**config.mk**
```make
export PLATFORM = sky130hd
export DESIGN_NAME = pae_alarm
export DESIGN_NICKNAME = d
export VERILOG_FILES = /design/src/hw/pae_alarm.v
export VERILOG_INCLUDE_DIRS = /design/src /design/src/hw
export SDC_FILE = /design/constraint.sdc
export NUM_CORES = 1
export LEC_CHECK = 0
export BUFFER_PORTS_ARGS = -buffer_cell sky130_fd_sc_hd__buf_2
export CAP_MARGIN = 25
export CORE_AREA = 2 2 173 141
export CTS_BUF_LIST = sky130_fd_sc_hd__clkbuf_2 sky130_fd_sc_hd__clkbuf_4 sky130_fd_sc_hd__clkbuf_8
export CTS_CLUSTER_DIAMETER = 30
export CTS_CLUSTER_SIZE = 28
export DETAILED_ROUTE_END_ITERATION = 10
export DIE_AREA = 0 0 175 143
export PLACE_DENSITY = 0.93
export SETUP_SLACK_MARGIN = 0.3
export SLEW_MARGIN = 10
export SYNTH_ARGS = -nofsm -noshare
export SYNTH_HDL_FRONTEND = slang
export SYNTH_SLANG_ARGS = --single-unit
```
**constraint.sdc**
```tcl
create_clock -name pclk -period 16.4 [get_ports pclk]
set_clock_uncertainty 0.15 [all_clocks]
set_input_delay 0.82 -clock pclk [delete_from_list [all_inputs] [get_ports pclk]]
set_output_delay 0.82 -clock pclk [all_outputs]
set_load 0.005 [all_outputs]
```
**src/hw/pae_defs.vh**
```
// Constants shared by the process alarm evaluator.
`ifndef PAE_DEFS_VH
`define PAE_DEFS_VH
// Alarm type codes.
`define PAE_T_OFF       5'd0
`define PAE_T_ULDEV     5'd1
`define PAE_T_UPDEV     5'd2
`define PAE_T_LODEV     5'd3
`define PAE_T_RANGE     5'd4
`define PAE_T_ULDEV_SB  5'd5
`define PAE_T_UPDEV_SB  5'd6
`define PAE_T_LODEV_SB  5'd7
`define PAE_T_ABSUP     5'd8
`define PAE_T_ABSLO     5'd9
`define PAE_T_ABSUP_SB  5'd10
`define PAE_T_ABSLO_SB  5'd11
`define PAE_T_LOOP      5'd12
`define PAE_T_RATE      5'd13
`define PAE_T_SPUP      5'd14
`define PAE_T_SPLO      5'd15
`define PAE_T_MVUP      5'd16
`define PAE_T_MVLO      5'd17
`define PAE_T_RSPUP     5'd18
`define PAE_T_RSPLO     5'd19
`define PAE_T_MAX       5'd19
`define PAE_T_RESET     5'd2
// Register byte offsets.
`define PAE_OFF_TYPE    12'h000
`define PAE_OFF_ALMX    12'h004
`define PAE_OFF_ALMH    12'h008
`define PAE_OFF_ALML    12'h00C
`define PAE_OFF_ONDLY   12'h010
`define PAE_OFF_OFFDLY  12'h014
`define PAE_OFF_CTRL    12'h018
`define PAE_OFF_STAT    12'h01C
// Control register fields.
`define PAE_CTRL_ASSIGN 0
`define PAE_CTRL_HEATCOOL 1
`define PAE_CTRL_RESTART 2
// Timing.
`define PAE_DLY_MAX_S   10'd999
`define PAE_CLK_HZ      100000000
`endif

```
**src/hw/pae_alarm.v**
```verilog
// Single-channel process alarm evaluator with APB register access.
`default_nettype none
`include "pae_defs.vh"
// What this block does
// - Type selector, nineteen behaviours, reset two, zero off.
// - Separate ON and OFF delays, 0 to 999 s.
// - Heater channel shows heater alarm until assigned.
// - Type 1: alarm outside deviation band.
// - Type 2: value above set point by deviation.
// - Type 3: value below set point by deviation.
// - Type 4: alarm inside deviation band.
// - Types 1, 4, 5 use upper and lower limits.
// - Types 5,6,7,10,11 add standby sequence.
// - Type 5 off when hysteresis regions overlap.
// - Type 8: value above alarm value.
// - Type 9: value below alarm value.
// - Loop burnout type only on channel one.
// - Type 13 uses external change-rate detector.
// - Type 14: set point above alarm value.
// - Type 15: set point below alarm value.
// - Types 16, 17: manipulated variable compares.
// - Heat-cool: upper uses heat, lower cool.
// - Types 18, 19: remote set point compares.
// - Remote types need fitted remote input.
module pae_alarm #(
    parameter                CHANNEL       = 1,
    parameter                HEATER_FITTED = 1,
    parameter                RSP_FITTED    = 1,
    parameter                DW            = 16,
    parameter [31:0]         TICK_CYCLES   = `PAE_CLK_HZ
)
(
    // APB slave
    input  wire              pclk,
    input  wire              presetn,
    input  wire              psel,
    input  wire              penable,
    input  wire              pwrite,
    input  wire [11:0]       paddr,
    input  wire [31:0]       pwdata,
    output reg  [31:0]       prdata,
    output wire              pready,
    output wire              pslverr,
    // Loop values, signed, same clock domain
    input  wire [DW-1:0]     process_value,
    input  wire [DW-1:0]     set_point,
    input  wire [DW-1:0]     manipulated_variable,
    input  wire [DW-1:0]     manipulated_variable_cool,
    input  wire [DW-1:0]     remote_set_point,
    input  wire [DW-1:0]     hysteresis,
    input  wire              set_point_changed,
    input  wire              loop_burnout_alarm,
    input  wire              change_rate_alarm,
    input  wire              heater_fault_alarm,
    // Alarm output
    output reg               alarm_out
);

    // ==========================================================
    // Helpers
    // ==========================================================
    function gt;
        input [DW-1:0] a;
        input [DW-1:0] b;
        begin
            gt = $signed(a) > $signed(b);
        end
    endfunction

    function legal_type;
        input [4:0] t;
        begin
            legal_type = (t <= `PAE_T_MAX)
                && !(t == `PAE_T_LOOP && CHANNEL != 1)
                && !((t == `PAE_T_RSPUP || t == `PAE_T_RSPLO) && RSP_FITTED == 0);
        end
    endfunction

    // ==========================================================
    // Registers
    // ==========================================================
    reg  [4:0]    type_q;
    reg  [DW-1:0] almx_q;
    reg  [DW-1:0] almh_q;
    reg  [DW-1:0] alml_q;
    reg  [9:0]    on_dly_q;
    reg  [9:0]    off_dly_q;
    reg           assign_q;
    reg           heatcool_q;
    reg           standby_q;
    reg           tick_q;
    reg  [9:0]    sec_cnt_q;
    reg  [31:0]   tick_cnt_q;
    wire          wr_en = psel & penable & pwrite;
    wire          tick  = (tick_cnt_q == TICK_CYCLES - 32'h0000_0001);
    wire          dec_hit;
    wire          heater_mode = (HEATER_FITTED != 0) && (CHANNEL == 1) && !assign_q;

    assign pready  = 1'b1;
    assign dec_hit = (paddr[11:5] == 7'h00) && (paddr[1:0] == 2'b00);
    assign pslverr = psel & penable & ~dec_hit;

    function [9:0] clamp_dly;
        input [31:0] v;
        begin
            clamp_dly = (v[31:10] != 22'h00_0000 || v[9:0] > `PAE_DLY_MAX_S) ?
                        `PAE_DLY_MAX_S : v[9:0];
        end
    endfunction

    always @(posedge pclk or negedge presetn)
    begin
        if (!presetn)
        begin
            type_q     <= `PAE_T_RESET;
            almx_q     <= {DW{1'b0}};
            almh_q     <= {DW{1'b0}};
            alml_q     <= {DW{1'b0}};
            on_dly_q   <= 10'h000;
            off_dly_q  <= 10'h000;
            assign_q   <= 1'b0;
            heatcool_q <= 1'b0;
        end
        else if (wr_en && dec_hit)
        begin
            case (paddr)
                `PAE_OFF_TYPE:
                begin
                    if (legal_type(pwdata[4:0]) && pwdata[31:5] == 27'h000_0000)
                        type_q <= pwdata[4:0];
                end
                `PAE_OFF_ALMX:   almx_q    <= pwdata[DW-1:0];
                `PAE_OFF_ALMH:   almh_q    <= pwdata[DW-1:0];
                `PAE_OFF_ALML:   alml_q    <= pwdata[DW-1:0];
                `PAE_OFF_ONDLY:  on_dly_q  <= clamp_dly(pwdata);
                `PAE_OFF_OFFDLY: off_dly_q <= clamp_dly(pwdata);
                `PAE_OFF_CTRL:
                begin
                    assign_q   <= pwdata[`PAE_CTRL_ASSIGN];
                    heatcool_q <= pwdata[`PAE_CTRL_HEATCOOL];
                end
                default: ;
            endcase
        end
    end

    // ==========================================================
    // Condition evaluation
    // ==========================================================
    wire [DW-1:0] up_lim  = set_point + almh_q;
    wire [DW-1:0] lo_lim  = set_point - alml_q;
    wire [DW-1:0] dev_up  = set_point + almx_q;
    wire [DW-1:0] dev_lo  = set_point - almx_q;
    wire          above_h = !gt(up_lim, process_value);
    wire          below_l = !gt(process_value, lo_lim);
    wire          overlap = !gt(up_lim - hysteresis, lo_lim + hysteresis);
    wire [DW-1:0] mv_up   = manipulated_variable;
    wire [DW-1:0] mv_lo   = heatcool_q ? manipulated_variable_cool : manipulated_variable;
    reg           cond;
    reg           uses_standby;

    always @*
    begin
        cond = 1'b0;
        uses_standby = 1'b0;
        case (type_q)
            `PAE_T_ULDEV:    cond = above_h | below_l;
            `PAE_T_ULDEV_SB:
            begin
                cond = (above_h | below_l) & ~overlap;
                uses_standby = 1'b1;
            end
            `PAE_T_UPDEV:    cond = !gt(dev_up, process_value);
            `PAE_T_UPDEV_SB:
            begin
                cond = !gt(dev_up, process_value);
                uses_standby = 1'b1;
            end
            `PAE_T_LODEV:    cond = !gt(process_value, dev_lo);
            `PAE_T_LODEV_SB:
            begin
                cond = !gt(process_value, dev_lo);
                uses_standby = 1'b1;
            end
            `PAE_T_RANGE:    cond = !gt(process_value, up_lim) & !gt(lo_lim, process_value);
            `PAE_T_ABSUP:    cond = gt(process_value, almx_q);
            `PAE_T_ABSUP_SB:
            begin
                cond = gt(process_value, almx_q);
                uses_standby = 1'b1;
            end
            `PAE_T_ABSLO:    cond = gt(almx_q, process_value);
            `PAE_T_ABSLO_SB:
            begin
                cond = gt(almx_q, process_value);
                uses_standby = 1'b1;
            end
            `PAE_T_LOOP:     cond = loop_burnout_alarm;
            `PAE_T_RATE:     cond = change_rate_alarm;
            `PAE_T_SPUP:     cond = gt(set_point, almx_q);
            `PAE_T_SPLO:     cond = gt(almx_q, set_point);
            `PAE_T_MVUP:     cond = gt(mv_up, almx_q);
            `PAE_T_MVLO:     cond = gt(almx_q, mv_lo);
            `PAE_T_RSPUP:    cond = gt(remote_set_point, almx_q);
            `PAE_T_RSPLO:    cond = gt(almx_q, remote_set_point);
            default:         cond = 1'b0;
        endcase
        if (heater_mode)
        begin
            cond = heater_fault_alarm;
            uses_standby = 1'b0;
        end
    end

    // ==========================================================
    // Standby sequence
    // ==========================================================
    // Armed after reset, a set point change or a type write; released once the
    // condition is seen clear.
    wire type_wr = wr_en && paddr == `PAE_OFF_TYPE;

    always @(posedge pclk or negedge presetn)
    begin
        if (!presetn)
            standby_q <= 1'b1;
        else if (set_point_changed || type_wr)
            standby_q <= 1'b1;
        else if (!cond)
            standby_q <= 1'b0;
    end

    wire eff = cond & ~(uses_standby & standby_q);

    // ==========================================================
    // Delay timers
    // ==========================================================
    always @(posedge pclk or negedge presetn)
    begin
        if (!presetn)
            tick_cnt_q <= 32'h0000_0000;
        else if (tick)
            tick_cnt_q <= 32'h0000_0000;
        else
            tick_cnt_q <= tick_cnt_q + 32'h0000_0001;
    end

    // The one-second enable leaves a flip-flop as a clean one-cycle pulse.
    always @(posedge pclk or negedge presetn)
    begin
        if (!presetn)
            tick_q <= 1'b0;
        else
            tick_q <= tick;
    end

    // ==========================================================
    // Output delay state machine
    // ==========================================================
    // A change waits in a pending state; eff going back to the output's
    // present level drops it before its delay has run out.
    localparam [3:0] ST_OFF  = 4'b0001;
    localparam [3:0] ST_ONP  = 4'b0010;
    localparam [3:0] ST_ON   = 4'b0100;
    localparam [3:0] ST_OFFP = 4'b1000;

    reg  [3:0]    state_q;
    reg  [3:0]    state_d;
    reg  [9:0]    sec_cnt_d;
    reg           alarm_d;

    always @*
    begin
        state_d   = state_q;
        sec_cnt_d = sec_cnt_q;
        alarm_d   = alarm_out;
        case (state_q)
            ST_OFF:
            begin
                sec_cnt_d = 10'h000;
                if (eff)
                    state_d = ST_ONP;
            end
            ST_ONP:
            begin
                if (!eff)
                begin
                    state_d   = ST_OFF;
                    sec_cnt_d = 10'h000;
                end
                else if (on_dly_q <= sec_cnt_q)
                begin
                    state_d   = ST_ON;
                    alarm_d   = 1'b1;
                    sec_cnt_d = 10'h000;
                end
                else if (tick_q)
                    sec_cnt_d = sec_cnt_q + 10'h001;
            end
            ST_ON:
            begin
                sec_cnt_d = 10'h000;
                if (!eff)
                    state_d = ST_OFFP;
            end
            ST_OFFP:
            begin
                if (eff)
                begin
                    state_d   = ST_ON;
                    sec_cnt_d = 10'h000;
                end
                else if (off_dly_q <= sec_cnt_q)
                begin
                    state_d   = ST_OFF;
                    alarm_d   = 1'b0;
                    sec_cnt_d = 10'h000;
                end
                else if (tick_q)
                    sec_cnt_d = sec_cnt_q + 10'h001;
            end
            default:
            begin
                state_d   = ST_OFF;
                alarm_d   = 1'b0;
                sec_cnt_d = 10'h000;
            end
        endcase
    end

    always @(posedge pclk or negedge presetn)
    begin
        if (!presetn)
        begin
            state_q   <= ST_OFF;
            sec_cnt_q <= 10'h000;
            alarm_out <= 1'b0;
        end
        else
        begin
            state_q   <= state_d;
            sec_cnt_q <= sec_cnt_d;
            alarm_out <= alarm_d;
        end
    end

    // ==========================================================
    // Read data
    // ==========================================================
    reg  [31:0]   prdata_d;

    always @*
    begin
        prdata_d = 32'h0000_0000;
        case (paddr)
            `PAE_OFF_TYPE:   prdata_d[4:0]    = heater_mode ? 5'h00 : type_q;
            `PAE_OFF_ALMX:   prdata_d[DW-1:0] = almx_q;
            `PAE_OFF_ALMH:   prdata_d[DW-1:0] = almh_q;
            `PAE_OFF_ALML:   prdata_d[DW-1:0] = alml_q;
            `PAE_OFF_ONDLY:  prdata_d[9:0]    = on_dly_q;
            `PAE_OFF_OFFDLY: prdata_d[9:0]    = off_dly_q;
            `PAE_OFF_CTRL:
            begin
                prdata_d[`PAE_CTRL_ASSIGN]   = assign_q;
                prdata_d[`PAE_CTRL_HEATCOOL] = heatcool_q;
            end
            `PAE_OFF_STAT:   prdata_d[3:0]    = {heater_mode, standby_q, eff, alarm_out};
            default:         prdata_d = 32'h0000_0000;
        endcase
    end

    // Read data is captured in the setup phase and held through the access
    // phase, so the bus always sees a registered value.
    always @(posedge pclk or negedge presetn)
    begin
        if (!presetn)
            prdata <= 32'h0000_0000;
        else if (psel && !penable)
            prdata <= prdata_d;
    end

endmodule
`default_nettype wire

```
==> results.md, run 1 <==
* Syn avg cell area at 8.508 µm²
* Critical R2R Launch: almh_q[0]
* Hold buffers post-CTS at 0
* Clock sink count at 140
* Drt pass-1 iters at 6
* CP max FO at 8
* Worst-path clk slew at 0.08 ns
* Number of flops mapped to enable cells by yosys at 0
* HPWL Detailed at 36,470 µm
* Antenna violations before repair at 0
* GRT Util Overall at 36.52%
* Max-cap violation count at 0
* Final min period at 7.833 ns
* First-pass GRT wire length at 71,200 µm
* CTS Buffer Depth at 2
* Pwr Total at 949.8 µW
* Nets at 2,336
* Area of the multi-input gates at 10,540 µm²
* Grt total ovfl at 0
* Worst VDD drop at 53.36 µV
* Final wirelength at 45,760 µm
* Slowest stage cell, crit path: o31ai_1
* Delay-heaviest family, CP: compound AO/OA/AOI/OAI gates
* Crit path buf inv count at 1
* Relative slew slack at 31.38%
* Pin count of the biggest net entering global routing at 74
* Startpoint Class: input port
* Top-count cell post-synth: ha_1
* Core Area at 23,210 µm²
* Syn Inst Count at 1,755
* Status: finished clean
* CTS tree: done
* Final hold slack at 0.2201 ns
* NetSw at 324.1 µW
* Critical Path RT at 16.65 ns
* Die height at 143 µm
* Starting DRT DRC Count at 1,863
* Vias per cell at 6.410
* Critical path arrival at 8.08 ns
* DR vias at 14,300
* Fmax at 127.7 MHz
* Placer Congestion at 1.004
* Share of cells above drive strength 1 at 13.71%
* CTS Buf Count at 17
* CP max stage delay at 0.53 ns
* Yosys top cell area share at 23.04%
* Diode count at 0
* Post-CTS setup buffer count at 0
* Placed cell area at 15,970 µm²
* Register area share after synthesis at 23.49%
* DRC at 0
* Cell-internal power at 625.7 µW
* Critical path capture point type: flip-flop
* Ys async rst share at 100.0%
* Number of library cell types mapped by synthesis at 77
* PortBufs at 166
* Clock power share at 30.5%
* Crit path launch: set_point[0]
* Clk_lat worst skew at 0.47 ns
* Design Area, Final at 16,420 µm²
* Pins over their slew limit at 0
* Kind of critical path: input port to flip-flop
* Vias in the first global route at 13,600
* HP Class: input port to async pin
* Switching share of power at 34.12%
* Die Area at 25,030 µm²
* Top cells by count, synth: 275 x ha_1, 173 x inv_1, 141 x nand2_1
* Syn Std Cell Area at 14,930 µm²
* Final ANT Viol Nets at 0
* Starting Density at 64.33%
* P&R area growth vs syn at 9.946%
* Ys flop type: dfrtp_1
* Setup tns final at 0 ns
* Top-level port count at 184
* Crit-path most repeated cell: a21oi_1
* Sequential Area at 3507 µm²
* Cell accounting for the most synthesized area: ha_1
* Leakage power at 8.218 nW
* CTS resizes at 0
* Final worst-path cycle share at 47.76%
* Ranking of synthesized cells by area: ha_1 23%, dfrtp_1 23%, xnor2_1 4.8%
* Non-Filler Instances at 2,231
* H-tree Lvls at 4
* Die width at 175 µm
* Layout filler cell count at 1,784
* Final setup viols at 0
* Site row count at 50
* Combinational fraction of design power at 31.9%
* Worst slew pin tran at 1.026 ns
* FF+latch count, synth at 140
* Sequential Power Share at 37.6%
* Hold Fails Final Rpt at 0
* CTS root buf: clkbuf_8
* # placed instances at 2,197
* Drt wl/cell at 20.51 µm
* Pwr/cell area at 57.85 nW/µm²
* RSZ-0062 raised after global routing: no
* Syn. warnings at 0
## cells by family (layout without fill, tap and decap cells)
logic type | count (synthesis) | after routing | synth area share, %
DFF | 140 | 140 | 23.49
xor gates and xnor gates | 123 | 123 | 7.215
and+or+nand+nor | 514 | 514 | 17.04
AOI/OAI and AO/OA | 393 | 393 | 16.77
buffers and inverters | 229 | 378 | 6.335
muxes | 73 | 73 | 5.262
adders and majority gates | 281 | 281 | 23.85
other | 2 | 17 | 0.05030
## flip-flops by register name, indices dropped and copies added, names as in the netlist
signal,count
heatcool_q,1
prdata,16
type_q,5
off_dly_q,10
standby_q,1
alarm_out,1
tick_cnt_q,32
assign_q,1
almh_q,16
almx_q,16
tick_q,1
sec_cnt_q,10
on_dly_q,10
alml_q,16
state_q,4
## cells in the final DEF (no fill, tap or decap), types with 32 or more instances in the layout
master,synthesis,final
mux2i_1,32,32
a21oi_1,113,113
xor2_1,41,41
inv_1,173,173
buf_2,2,165
xnor2_1,82,82
nand3_1,60,60
o21ai_0,105,105
a21o_1,34,34
dfrtp_1,137,137
nand4_1,48,48
ha_1,275,275
mux2_2,40,40
nand2_1,141,141
nor2_1,111,111
## power groups by stage
stage | registers [mW] | logic [mW] | clock network, mW
5_1_grt | 0.357 | 0.338 | 0.305
3_5_place_dp | 0.363 | 0.291 | 0
4_1_cts | 0.356 | 0.295 | 0.290
6_report | 0.357 | 0.303 | 0.290
3_3_place_gp | 0.362 | 0.280 | 0
2_1_floorplan | 0.361 | 0.198 | 0
## per-stage QoR
stage / worst slack [ns] / util (%)
2_1_floorplan: 9.447 / -
3_5_place_dp: 8.291 / 68.81
4_1_cts: 8.732 / 70.55
3_3_place_gp: 8.478 / 68.74
6_report: 8.567 / 70.73
5_1_grt: 8.252 / 70.73
## cell type report
class	instances	share of cell area, %
timing repair buffer	173	5.632
clock inverter	9	0.6859
multi-input combinational	1401	64.21
inverter	173	3.955
tap	312	2.378
clock buffer	23	1.776
sequential	140	21.36
## final timing paths
| path | endpoint | cells after the start | slack, ns |
|---|---|---|---|
| max | state_q[0] | 31 | 8.57 |
| min | tick_cnt_q[31] | 1 | 0.22 |
| max reg2reg | state_q[0] | 30 | 8.60 |
| min reg2reg | tick_cnt_q[6] | 1 | 0.32 |
| max in group asynchronous | alml_q[2] | 2 | 14.52 |
| min in group pclk | tick_cnt_q[6] | 1 | 0.32 |
## routing by layer
layer | global-route usage [%] | routed length, µm | up-vias
li1 | - | - | 6555
met1 | 48.50 | 18490 | 6663
met2 | 55.61 | 19390 | 895
met3 | 10.78 | 5782 | 188
met4 | 15.44 | 2091 | 0
met5 | 0 | 0 | -
Note: power is estimated with default switching activity, not from simulation.
==> run 2, diff against run 1 <==
--- a/config.mk
+++ b/config.mk
@@ -8,13 +8,13 @@
 export LEC_CHECK = 0
 export BUFFER_PORTS_ARGS = -buffer_cell sky130_fd_sc_hd__buf_2
 export CAP_MARGIN = 25
-export CORE_AREA = 2 2 173 141
+export CORE_AREA = 2 2 186 152
 export CTS_BUF_LIST = sky130_fd_sc_hd__clkbuf_2 sky130_fd_sc_hd__clkbuf_4 sky130_fd_sc_hd__clkbuf_8
 export CTS_CLUSTER_DIAMETER = 30
 export CTS_CLUSTER_SIZE = 28
 export DETAILED_ROUTE_END_ITERATION = 10
-export DIE_AREA = 0 0 175 143
-export PLACE_DENSITY = 0.93
+export DIE_AREA = 0 0 188 154
+export PLACE_DENSITY = 0.85
 export SETUP_SLACK_MARGIN = 0.3
 export SLEW_MARGIN = 10
 export SYNTH_ARGS = -nofsm -noshare
==> constraint.sdc (replaced) <==
create_clock -name pclk -period 6.7 [get_ports pclk]
set_clock_uncertainty 0.15 [all_clocks]
set_input_delay 0.335 -clock pclk [delete_from_list [all_inputs] [get_ports pclk]]
set_output_delay 0.335 -clock pclk [all_outputs]
set_load 0.005 [all_outputs]
==> run 2 against run 1 <==
Effect of this change: critical endpoint is now sec_cnt_q[4]; final cell count increased by 5.4%; the run now ends with setup timing left; critical path depth unchanged; sequential cell count unchanged; sequential power increased by 140%.
==> results.md, run 2 (synthesis results as in run 1) <==
* Post-route setup slack at -0.01228 ns
* Hold Fails Final Rpt at 0
* Slowest stage cell, crit path: dfrtp_1
* Final worst-path cycle share at 100.2%
* Worst-path clk slew at 0.08 ns
* DR vias at 14,240
* Placer Congestion at 1.016
* P&R area growth vs syn at 15.17%
* Final min period at 6.712 ns
* Vias in the first global route at 13,650
* CTS root buf: clkbuf_8
* Starting Density at 55.39%
* Kind of critical path: flip-flop to flip-flop
* CP max stage delay at 0.39 ns
* Relative slew slack at 27.27%
* Design Area, Final at 17,200 µm²
* Top-level port count at 184
* HPWL Detailed at 38,470 µm
* Nets at 2,405
* PortBufs at 166
* Grt total ovfl at 0
* CTS Buf Count at 17
* Worst slew pin tran at 1.087 ns
* Top reg by flops: tick_cnt_q
* Vias per cell at 6.054
* Core Area at 26,960 µm²
* CP max FO at 5
* Pwr/cell area at 139.7 nW/µm²
* Final wirelength at 47,460 µm
* Pin count of the biggest net entering global routing at 74
* Max reg flops at 32
* HP Class: input port to flip-flop
* Pins over their slew limit at 0
* GRT Util Overall at 32.39%
* Crit path launch: almh_q[0]
* Final hold slack at 0.03058 ns
* Layout filler cell count at 2,291
* Most common cell after layout, fill and taps aside: ha_1
* Critical path arrival at 6.96 ns
* Failing checks: setup timing
* Diode count at 0
* Fin util at 63.79%
* Die width at 188 µm
* Clk_lat worst skew at 0.46 ns
* Max-cap violation count at 0
* Place WS at -0.6257 ns
* Critical Path RT at 6.95 ns
* Clock sink count at 140
* H-tree Lvls at 4
* Placed cell area at 16,420 µm²
* Worst VDD drop at 128.0 µV
* Die Area at 28,950 µm²
* Setup tns final at -0.01717 ns
* Drt pass-1 iters at 9
* Most frequent cells in the layout: 272 x ha_1, 173 x inv_1, 165 x buf_2, 141 x nand2_1, 137 x dfrtp_1
* Final ANT Viol Nets at 0
* Die height at 154 µm
* Area of the multi-input gates at 10,750 µm²
* Leakage power at 8.559 nW
* Critical path capture point type: flip-flop
* Sequential Area at 3507 µm²
* CTS Buffer Depth at 2
* Fmax at 149.0 MHz
* Site row count at 54
* Min-delay src: pwdata[7]
* DRC at 0
* CTS tree: done
* Drt wl/cell at 20.18 µm
* Starting DRT DRC Count at 1,290
* RSZ-0062 raised after global routing: yes
* Critical R2R Launch: almh_q[0]
* Share of cells above drive strength 1 at 18.66%
* Final setup viols at 2
* First-pass GRT wire length at 73,220 µm
* Status: finished, violations left
* Startpoint Class: flip-flop
* Antenna violations before repair at 1
* R2R Setup Slk at -0.01 ns
run 2: stage by stage:
step	total power, mW	std cells
after floorplan	1.371	1770
after global placement	1.625	2299
after detailed placement	1.645	2299
after CTS	2.380	2348
after global routing	2.532	2352
final	2.403	2352
run 2: worst max-delay path, delay by kind of cell, from the launching register on:
family / cells / cell delay, ns
AOI/OAI and AO/OA: 13 / 2.43
and+or+nand+nor: 8 / 1.57
adders and majority gates: 4 / 1.00
xor gates and xnor gates: 3 / 0.48
DFF: 1 / 0.39
muxes: 1 / 0.35
buffers and inverters: 2 / 0.26
run 2: cell type report:
| type | count | area share [%] |
|---|---|---|
| Timing Repair Buffer | 241 | 8.316 |
| Multi-Input combinational cell | 1402 | 62.51 |
| Clock inverter | 10 | 0.6694 |
| Sequential cell | 140 | 20.39 |
| Tap cell | 364 | 2.648 |
| Clock buffer | 22 | 1.688 |
| Inverter | 173 | 3.776 |
run 2: routing by layer:
| metal | GRT usage, % | wire length, µm |
|---|---|---|
| met1 | 44.97 | 20750 |
| met4 | 13.50 | 1755 |
| met3 | 7.555 | 4917 |
| met5 | 0 | 13 |
| met2 | 48.30 | 20030 |
run 2: worst paths after layout:
path,end,depth (start not counted)
min in group asynchronous,tick_cnt_q[30],2
max in group asynchronous,on_dly_q[0],3
hold reg to reg,prdata[10],2
setup reg to reg,sec_cnt_q[4],31
hold / removal,almx_q[7],3
setup / recovery,sec_cnt_q[4],31
run 2: repair_timing:
action | in CTS | in global routing
hold buffers | 6 | 0
setup buffers | 10 | 3
pin swaps | 31 | 26
hold endpoints to repair | 71 | 0
cloned | 1 | 0
endpoints found under the setup margin | 17 | 17
resized for setup | 33 | 29
run 2: power breakdown:
group,switching (mW),internal [mW]
clock,0.346,0.368
sequential,0.0143,0.856
combinational,0.462,0.356
